===== src/common/crc_scan_pkg.sv =====
// shared constants and carrier types of the flash crc scanner
package crc_scan_pkg;
  // register indices; byte address is four times the index
  localparam logic [7:0] REG_IDX_CTRL_A = 8'h00;
  localparam logic [7:0] REG_IDX_CTRL_B = 8'h01;
  localparam logic [7:0] REG_IDX_STATE  = 8'h02;
  localparam int         APB_AW         = 12;
  localparam int         FLASH_WORD_AW  = 15;

  // field positions
  localparam int CTRL_ENABLE_BIT = 0;
  localparam int CTRL_NMI_TRIGGER_ENABLE_BIT  = 1;
  localparam int CTRL_STROBE_BIT = 7;
  localparam int STATE_BUSY_BIT  = 0;
  localparam int STATE_PASS_BIT  = 1;

  // reset values
  localparam logic [7:0] CTRL_A_RESET = 8'h00;
  localparam logic [7:0] CTRL_B_RESET = 8'h00;
  localparam logic [7:0] STATE_RESET  = 8'h02;
  localparam logic [7:0] STROBE_CLEAR = 8'h00;

  // section select codes
  localparam logic [1:0] SRC_WHOLE_FLASH = 2'h0;
  localparam logic [1:0] SRC_LOADER_APP  = 2'h1;
  localparam logic [1:0] SRC_LOADER      = 2'h2;
  localparam logic [1:0] SRC_RESERVED    = 2'h3;

  // crc-16-ccitt
  localparam logic [15:0] CRC_INIT    = 16'hffff;
  localparam logic [15:0] CRC_POLY    = 16'h1021;
  localparam logic [15:0] CRC_RESIDUE = 16'h0000;

  // timing in clk_sys cycles
  localparam logic [1:0] START_DELAY  = 2'h3;
  localparam logic [1:0] FETCH_PERIOD = 2'h3;
  localparam logic [1:0] PHASE_FETCH  = 2'h0;
  localparam logic [1:0] PHASE_DATA   = 2'h1;

  typedef enum logic [1:0] {SCAN_IDLE, SCAN_WAIT, SCAN_RUN} scan_e;

  typedef struct packed {
    logic              psel;
    logic              penable;
    logic              pwrite;
    logic [APB_AW-1:0] paddr;
    logic [31:0]       pwdata;
  } apbReq_s;

  typedef struct packed {
    logic [31:0] prdata;
    logic        pready;
    logic        pslverr;
  } apbRsp_s;

  typedef struct packed {
    logic                     rd;
    logic [FLASH_WORD_AW-1:0] addr;
  } flashReq_s;
endpackage : crc_scan_pkg


===== src/verilog/flash_crc_scan_control.sv =====
// flash crc scanner: apb registers, scan sequencer and nmi
`timescale 1ns/1ps
// Behaviour
// - writing pass flag zero raises nmi when nmi trigger enable is set
// - after nmi is raised every register write is ignored until reset
// - writing pass flag one makes it read one when not busy
// - debugger writes to control registers act like processor writes
// - strobe bit 7 clears enable, select and status one cycle later
// - with nmi enable zero strobe reset is accepted even while busy
// - with nmi enable one strobe reset is accepted only when idle
// - nmi enable bit 1 makes any checksum failure raise nmi
// - nmi enable cleared only by system reset, not by strobe reset
// - nmi enable may be written one only while not busy
// - enable bit 0 written one starts check; stays one after
// - enable written zero stops only after current section ends
// - after a startup scan enable reads one when code starts
// - section select writes ignored while busy or after nmi
// - select 0 whole flash, 1 loader plus app, 2 loader, 3 reserved
// - after startup scan select reads the region that was checked
// - status resets to 0x02 and is read-only to ordinary software
// - pass flag one from reset, cleared on enable, set on pass
// - busy bit 0 reads one while check runs; writes restricted
// - crc-16-ccitt, bytes from zero, msb first, initial 0xffff
// - first fetch four cycles after the enable write, after three wait cycles
// - one flash word fetched every third cycle, stalling the cpu
// - mismatch clears pass flag; nmi request held until reset
module flash_crc_scan_control #(
  parameter int AW = crc_scan_pkg::FLASH_WORD_AW  // flash word address
) (
  input  wire logic                   clk_sys,       // system clock
  input  wire logic                   rstn,          // sync reset, low
  input  wire crc_scan_pkg::apbReq_s  apbReq,        // apb request
  output crc_scan_pkg::apbRsp_s       apbRsp,        // apb answer
  input  wire logic                   dbgAccess,     // write from debugger
  output crc_scan_pkg::flashReq_s     flashReq,      // word fetch
  input  wire logic [15:0]            flashRdata,    // word, 1 cycle late
  input  wire logic [AW-1:0]          loaderEndWord, // last loader word
  input  wire logic [AW-1:0]          appEndWord,    // last app word
  input  wire logic [AW-1:0]          flashEndWord,  // last flash word
  input  wire logic                   bootScanEn,    // startup scan strap
  input  wire logic [1:0]             bootScanSrc,   // startup region
  output logic                        cpuStall,      // scanner owns flash
  output logic                        cpuRelease,    // code may run
  output logic                        nmiReq         // non-maskable irq
);

  // one byte through the ccitt shift register, msb first
  function automatic logic [15:0] crcByte(input logic [15:0] c,
                                          input logic [7:0]  b);
    logic [15:0] r;
    r = c;
    for (int i = 7; i >= 0; i--) begin
      if (r[15] ^ b[i]) begin
        r = {r[14:0], 1'b0} ^ crc_scan_pkg::CRC_POLY;
      end else begin
        r = {r[14:0], 1'b0};
      end
    end
    return r;
  endfunction : crcByte

  function automatic logic [crc_scan_pkg::APB_AW-1:0] regAddr(
    input logic [7:0] idx);
    return crc_scan_pkg::APB_AW'({idx, 2'b00});
  endfunction : regAddr

  // one flag placed at its field position in a register byte
  function automatic logic [7:0] flagAt(input logic f,
                                        input int   pos);
    logic [7:0] r;
    r = 8'h00;
    r[pos[2:0]] = f;
    return r;
  endfunction : flagAt

  // registers
  logic                       enable_q;
  logic                       nmi_trigger_enable_q;
  logic [1:0]                 src_q;
  logic                       busy_q;
  logic                       pass_q;
  logic                       nmi_q;
  logic                       strobePend_q;
  crc_scan_pkg::scan_e        state_q;
  logic [1:0]                 count_q;
  logic [AW-1:0]              addr_q;
  logic [15:0]                crc_q;
  logic [31:0]                rdata_q;
  logic                       startSeen_q;
  logic                       bootCheck_q;
  logic                       release_q;

  // apb decode
  wire setupPh  = apbReq.psel & ~apbReq.penable;
  wire accessPh = apbReq.psel & apbReq.penable;
  wire hitA     = apbReq.paddr == regAddr(crc_scan_pkg::REG_IDX_CTRL_A);
  wire hitB     = apbReq.paddr == regAddr(crc_scan_pkg::REG_IDX_CTRL_B);
  wire hitS     = apbReq.paddr == regAddr(crc_scan_pkg::REG_IDX_STATE);
  wire mapped   = hitA | hitB | hitS;
  // a raised nmi locks the whole register file
  wire wrOk     = accessPh & apbReq.pwrite & mapped & ~nmi_q;
  // processor and debugger share the control write path
  wire wrA      = wrOk & hitA;
  wire wrB      = wrOk & hitB;
  // status is writable by the debugger only
  wire wrS      = wrOk & hitS & dbgAccess;
  wire [7:0] wd = apbReq.pwdata[7:0];

  wire strobeReq = wrA & wd[crc_scan_pkg::CTRL_STROBE_BIT] &
                   (~nmi_trigger_enable_q | ~busy_q);
  wire enWr1     = wrA & wd[crc_scan_pkg::CTRL_ENABLE_BIT];
  // restricted while busy
  wire nmiEnSet  = wrA & wd[crc_scan_pkg::CTRL_NMI_TRIGGER_ENABLE_BIT] & ~busy_q;
  wire srcWr     = wrB & ~busy_q;
  wire dbgPass0  = wrS & ~wd[crc_scan_pkg::STATE_PASS_BIT];
  wire dbgPass1  = wrS & wd[crc_scan_pkg::STATE_PASS_BIT];
  wire dbgBusy0  = wrS & ~wd[crc_scan_pkg::STATE_BUSY_BIT];
  wire dbgBusy1  = wrS & wd[crc_scan_pkg::STATE_BUSY_BIT];

  // startup scan straps are caught in the first cycle after reset
  wire bootKick  = ~startSeen_q & bootScanEn;
  wire [1:0] runSrc = bootKick ? bootScanSrc : src_q;
  wire srcLegal  = runSrc != crc_scan_pkg::SRC_RESERVED;
  wire startReq  = (bootKick | enWr1 | dbgBusy1) & srcLegal &
                   ~strobeReq & ~strobePend_q;

  // section end per select code
  wire [AW-1:0] lastWord =
    (src_q == crc_scan_pkg::SRC_LOADER)     ? loaderEndWord :
    (src_q == crc_scan_pkg::SRC_LOADER_APP) ? appEndWord    :
                                              flashEndWord;

  // byte 0 is the low byte of a word, bytes go msb first
  wire [15:0] crcLow  = crcByte(crc_q, flashRdata[7:0]);
  wire [15:0] crcWord = crcByte(crcLow, flashRdata[15:8]);

  wire running   = state_q == crc_scan_pkg::SCAN_RUN;
  wire dataPh    = running & (count_q == crc_scan_pkg::PHASE_DATA);
  wire lastData  = dataPh & (addr_q == lastWord);
  // stored checksum folded in leaves a zero residue
  wire scanPass  = crcWord == crc_scan_pkg::CRC_RESIDUE;
  wire scanFail  = lastData & ~scanPass;
  wire abortScan = strobePend_q | dbgBusy0;
  wire failEvent = (scanFail & ~abortScan) | dbgPass0;

  // sequencer: wait three cycles, then fetch every third cycle
  always_ff @(posedge clk_sys) begin
    if (!rstn) begin
      state_q <= crc_scan_pkg::SCAN_IDLE;
      count_q <= 2'h0;
    end else if (abortScan) begin
      state_q <= crc_scan_pkg::SCAN_IDLE;
      count_q <= 2'h0;
    end else if (startReq) begin
      state_q <= crc_scan_pkg::SCAN_WAIT;
      count_q <= 2'h1;
    end else begin
      unique case (state_q)
        crc_scan_pkg::SCAN_IDLE: begin
          count_q <= 2'h0;
        end
        crc_scan_pkg::SCAN_WAIT: begin
          if (count_q == crc_scan_pkg::START_DELAY) begin
            state_q <= crc_scan_pkg::SCAN_RUN;
            count_q <= crc_scan_pkg::PHASE_FETCH;
          end else begin
            count_q <= count_q + 2'h1;
          end
        end
        crc_scan_pkg::SCAN_RUN: begin
          // clearing enable does not cut the section short
          if (lastData) begin
            state_q <= crc_scan_pkg::SCAN_IDLE;
            count_q <= 2'h0;
          end else if (count_q == crc_scan_pkg::FETCH_PERIOD - 2'h1) begin
            count_q <= crc_scan_pkg::PHASE_FETCH;
          end else begin
            count_q <= count_q + 2'h1;
          end
        end
      endcase
    end
  end

  // word address and running crc
  always_ff @(posedge clk_sys) begin
    if (!rstn) begin
      addr_q <= '0;
      crc_q  <= crc_scan_pkg::CRC_INIT;
    end else if (startReq) begin
      addr_q <= '0;
      crc_q  <= crc_scan_pkg::CRC_INIT;
    end else if (dataPh) begin
      addr_q <= addr_q + AW'(1);
      crc_q  <= crcWord;
    end
  end

  // strobe reset takes hold one cycle after the write
  always_ff @(posedge clk_sys) begin
    if (!rstn) begin
      strobePend_q <= 1'b0;
    end else begin
      strobePend_q <= strobeReq;
    end
  end

  // control a: enable and nmi trigger enable
  always_ff @(posedge clk_sys) begin
    if (!rstn) begin
      enable_q <= crc_scan_pkg::CTRL_A_RESET[crc_scan_pkg::CTRL_ENABLE_BIT];
      nmi_trigger_enable_q  <= crc_scan_pkg::CTRL_A_RESET[crc_scan_pkg::CTRL_NMI_TRIGGER_ENABLE_BIT];
    end else begin
      if (strobePend_q) begin
        enable_q <= 1'b0;
      end else if (bootKick) begin
        enable_q <= 1'b1;
      end else if (wrA) begin
        enable_q <= wd[crc_scan_pkg::CTRL_ENABLE_BIT];
      end
      // strobe reset leaves the trigger enable alone
      if (nmiEnSet) begin
        nmi_trigger_enable_q <= 1'b1;
      end
    end
  end

  // control b: section select
  always_ff @(posedge clk_sys) begin
    if (!rstn) begin
      src_q <= crc_scan_pkg::CTRL_B_RESET[1:0];
    end else if (strobePend_q) begin
      src_q <= crc_scan_pkg::STROBE_CLEAR[1:0];
    end else if (bootKick) begin
      src_q <= bootScanSrc;
    end else if (srcWr) begin
      src_q <= wd[1:0];
    end
  end

  // status: busy and pass
  always_ff @(posedge clk_sys) begin
    if (!rstn) begin
      busy_q <= crc_scan_pkg::STATE_RESET[crc_scan_pkg::STATE_BUSY_BIT];
      pass_q <= crc_scan_pkg::STATE_RESET[crc_scan_pkg::STATE_PASS_BIT];
    end else if (strobePend_q) begin
      busy_q <= crc_scan_pkg::STROBE_CLEAR[crc_scan_pkg::STATE_BUSY_BIT];
      pass_q <= crc_scan_pkg::STROBE_CLEAR[crc_scan_pkg::STATE_PASS_BIT];
    end else if (startReq) begin
      busy_q <= 1'b1;
      pass_q <= 1'b0;
    end else if (dbgBusy0) begin
      busy_q <= 1'b0;
      pass_q <= dbgPass1 | (pass_q & ~dbgPass0);
    end else if (lastData) begin
      busy_q <= 1'b0;
      pass_q <= scanPass;
    end else if (dbgPass0) begin
      pass_q <= 1'b0;
    end else if (dbgPass1 & ~busy_q) begin
      pass_q <= 1'b1;
    end
  end

  // nmi request is sticky until system reset
  always_ff @(posedge clk_sys) begin
    if (!rstn) begin
      nmi_q <= 1'b0;
    end else if (failEvent & nmi_trigger_enable_q) begin
      nmi_q <= 1'b1;
    end
  end

  // startup scan gates the first instruction
  always_ff @(posedge clk_sys) begin
    if (!rstn) begin
      startSeen_q <= 1'b0;
      bootCheck_q <= 1'b0;
      release_q   <= 1'b0;
    end else begin
      startSeen_q <= 1'b1;
      if (!startSeen_q) begin
        bootCheck_q <= bootScanEn & srcLegal;
        release_q   <= ~(bootScanEn & srcLegal);
      end else if (bootCheck_q & lastData) begin
        // a failed startup check leaves the cpu parked for good
        bootCheck_q <= 1'b0;
        release_q   <= scanPass;
      end
    end
  end

  // read data captured in setup so it comes from a flip-flop
  wire [7:0] ctrlAView = flagAt(enable_q, crc_scan_pkg::CTRL_ENABLE_BIT) |
                         flagAt(nmi_trigger_enable_q, crc_scan_pkg::CTRL_NMI_TRIGGER_ENABLE_BIT);
  wire [7:0] ctrlBView = {6'h00, src_q};
  wire [7:0] stateView = flagAt(busy_q, crc_scan_pkg::STATE_BUSY_BIT) |
                         flagAt(pass_q, crc_scan_pkg::STATE_PASS_BIT);
  wire [7:0] readByte  = hitA ? ctrlAView :
                         hitB ? ctrlBView :
                         hitS ? stateView : 8'h00;

  always_ff @(posedge clk_sys) begin
    if (!rstn) begin
      rdata_q <= 32'h0000_0000;
    end else if (setupPh & ~apbReq.pwrite) begin
      rdata_q <= {24'h00_0000, readByte};
    end
  end

  assign apbRsp.prdata  = rdata_q;
  assign apbRsp.pready  = 1'b1;
  // unmapped addresses answer with an error, writes are dropped
  assign apbRsp.pslverr = accessPh & ~mapped;

  // flash fetch pulse in phase zero of each three-cycle slot
  assign flashReq.rd   = running & (count_q == crc_scan_pkg::PHASE_FETCH);
  assign flashReq.addr = addr_q;
  assign cpuStall      = running;
  assign cpuRelease    = release_q;
  assign nmiReq        = nmi_q;

endmodule : flash_crc_scan_control


===== config.mk =====
export PLATFORM = sky130hd
export DESIGN_NAME = flash_crc_scan_control
export DESIGN_NICKNAME = d
export VERILOG_FILES = /design/src/common/crc_scan_pkg.sv /design/src/verilog/flash_crc_scan_control.sv
export SDC_FILE = /design/constraint.sdc
export NUM_CORES = 1
export LEC_CHECK = 0
export ABC_CLOCK_PERIOD_IN_PS = 3800
export BUFFER_PORTS_ARGS = -buffer_cell sky130_fd_sc_hd__buf_2
export CORE_MARGIN = 5
export CORE_UTILIZATION = 51
export DETAILED_ROUTE_END_ITERATION = 8
export PLACE_DENSITY = 0.95
export SYNTH_ARGS = -nofsm -noshare
export SYNTH_HDL_FRONTEND = slang
export SYNTH_SLANG_ARGS = --single-unit

===== constraint.sdc =====
create_clock -name clk_sys -period 3.8 [get_ports clk_sys]
set_clock_uncertainty 0.2 [all_clocks]
set_input_delay 0.38 -clock clk_sys [delete_from_list [all_inputs] [get_ports clk_sys]]
set_output_delay 0.38 -clock clk_sys [all_outputs]
set_load 0.03 [all_outputs]

==> results.yml <==
placed_design:
  dpl_cell_area_mm2: 0.00404
  portBuffers: 106
  preCtsSetupSlack_ps: 595
  finalWeightedCongestion: 0.887
  hpwlAfterDp_um: 7450
logic_synthesis:
  synth_area_mm2: 0.00358
  avgSynthCellArea_um2: 8.57
  yosysUniqueCellTypes: 47
  yosysTopAreaCell: "dfxtp_1"
  synthArstFlopShare_pct: 0
  synth_ff_type: "dfxtp_1"
  yosys-top-cells-area: "dfxtp_1, mux2i_1, xnor2_1"
  yosys.cell_count.top_type: "xnor2_1"
  syn_inst: 418
  yosysWarnings: 0
  yosysSeqAreaShare_pct: 26.8
  synth_common_cells: "xnor2_1, mux2i_1, dfxtp_1"
  synth_edf_count: 0
  yosys.area.top_type_share_pct: 26.8
  synth_seq_cells: 48
routing:
  wl_per_cell_um: 14.7
  drc: 0
  antenna_left: 0
  vias: 3197
  via_per_inst: 5.20
  routed_wl_um: 9060
  first_pass_iters: 6
  drt-initial-drc-count: 101
final_layout:
  final_cell_area_mm2: 0.00413
  diodes: 0
  syn2layout_area_growth_pct: 15.2
  layout-drive-gt1-share_pct: 23.9
  nFillCells: 584
  fin_nets: 638
timing:
  period_share_pct: 81.9
  hold_violations: 0
  max_freq_mhz: 321
  fin_crit_ps: 3110
  setup_viol: 0
  slew_headroom_pct: 33.0
  final.setup.tns_ps: 0
  worstMarginPinSlew_ps: 1000
  whs_ps: 70.3
  rsz0062_at_grt: "false"
  slew_viol_final: 0
  timing.final.ws_setup_ps: 687
worst_setup_path:
  cp-end-kind: "flop"
  path_class: "flop to flop"
  cp.arrival_ps: 3160
  critPathMaxFanout: 20
  crit_path_start_kind: "flop"
  cp_num_buf_inv: 1
  cp_cell_sequence: "buf_4 > mux2i_1 > mux2i_1 > xnor2_1 > nand4_1 > nor4_4 > nand2_2 > or4_1 > a21oi_1"
  critPathTopFamily: "simple AND/OR/NAND/NOR gates"
  rr_worst_depth: 9
  cp.required_ps: 3840
  cp.depth: 9
  cpMostUsedCell: "mux2i_1"
  cpMaxStageDelayCell: "dfxtp_2"
  cpPeakStageDelay_ps: 710
clock_tree:
  cts_tree: "built"
  clk_latency_ps: 300
  numCtsBuffers: 5
  root_buffer: "clkbuf_8"
  cts_hold_repair.buffers: 0
  clockBufferDepth: 2
  clk_pin_slew_ps: 90
  htreeDepth: 2
  clock-sinks: 48
  cts_setup_buffers: 0
  cts_resized: 0
die:
  fp.dieW_um: 93.8
  fp-row-count: 30
  initial_core_util_pct: 52.5
  dieHeight_um: 93.8
  core_area_mm2: 0.00683
  io_pins: 167
  fp.dieArea_mm2: 0.00880
global_route:
  grt_pass1_wl_um: 14300
  grt_pass1_vias: 3292
  grt.overflow.total: 0
  grt_max_degree: 34
  track_usage_pct: 19.8
  antenna_found_initial: 0
power:
  p_leak_nw: 1.78
  irDropWorstVdd_mv: 0.184
  power.density_mw_per_mm2: 297
min_path:
  min_delay_path_depth: 1
  hold_path.class: "input pin to flop"
run_status:
  status: "complete, no violations"
flow_run:
  drv_cap: 0
-- stage by stage --
stage                     util, %  total power, mW  cells
after global placement       59.1            0.911    607
after detailed placement     59.1            0.928    607
final                        60.4             1.22    615
after floorplan                 -            0.857    447
after global routing         60.4             1.30    615
after CTS                    60.4             1.23    615
-- registers in the layout, indices dropped and copies added, names as in the netlist, 2 cells and up --
name and count:
addr_q 15, count_q 2, crc_q 16, rdata_q 2, src_q 2, state_q 2
-- final timing paths --
kind,from,end,slack [ps]
worst max-delay path,src_q[1],nmiReq,690
worst min-delay path,rstn,startSeen_q,70
worst max register to register,src_q[1],nmiReq,690
worst min register to register,rdata_q[0],rdata_q[0],300
-- power breakdown --
group / switching (mW) / internal [mW]
clock: 0.174 / 0.129
combinational: 0.225 / 0.164
sequential: 0.0183 / 0.514
-- routing by layer --
layer / vias up / track usage [%] / share of wire [%]
met5: - / 0 / 0
met4: 0 / 5.42 / 1.6
met3: 16 / 3.77 / 7.5
met2: 119 / 39.8 / 53
met1: 1491 / 20.4 / 38
li1: 1571 / - / -
-- cell usage in the layout (no fill, tap or decap), drive strengths merged, types with 4 or more instances in the layout --
cell,count
a21oi,15
and3,4
buf,110
clkbuf,5
conb,31
dfxtp,48
ha,6
inv,8
mux2i,51
nand2,29
nand3,11
nand4,9
nor2,42
nor3,7
nor4,5
o211ai,13
o21ai,7
or3,5
xnor2,57
xor2,25
-- worst reg2reg max path, delay by kind of cell (launching register included) --
| family | cells | cell delay [ps] |
|---|---|---|
| AOI/OAI and AO/OA | 1 | 130 |
| xor gates and xnor gates | 1 | 200 |
| buffers and inverters | 1 | 290 |
| DFF | 1 | 710 |
| muxes | 2 | 290 |
| and+or+nand+nor | 4 | 1240 |
-- layout make-up --
cell class | count | area, um2 | share of cell area [%]
Inverter | 8 | 30.0 | 0.727
Clock inverter | 3 | 18.8 | 0.455
Clock buffer | 5 | 68.8 | 1.67
Multi-Input combinational cell | 345 | 2370 | 57.4
Timing Repair Buffer | 110 | 561 | 13.6
Tap cell | 96 | 120 | 2.91
Sequential cell | 48 | 962 | 23.3
-- cell families after synthesis --
| kind of cell | share of synthesized area [%] |
|---|---|
| flops | 26.8 |
| buf+inv | 10.2 |
| fa+ha+maj | 2.09 |
| other cells | 0.210 |
| simple gates | 17.7 |
| mux | 14.2 |
| xor+xnor | 20.3 |
| compound gates | 8.55 |
(Power assumes the default switching activity.)
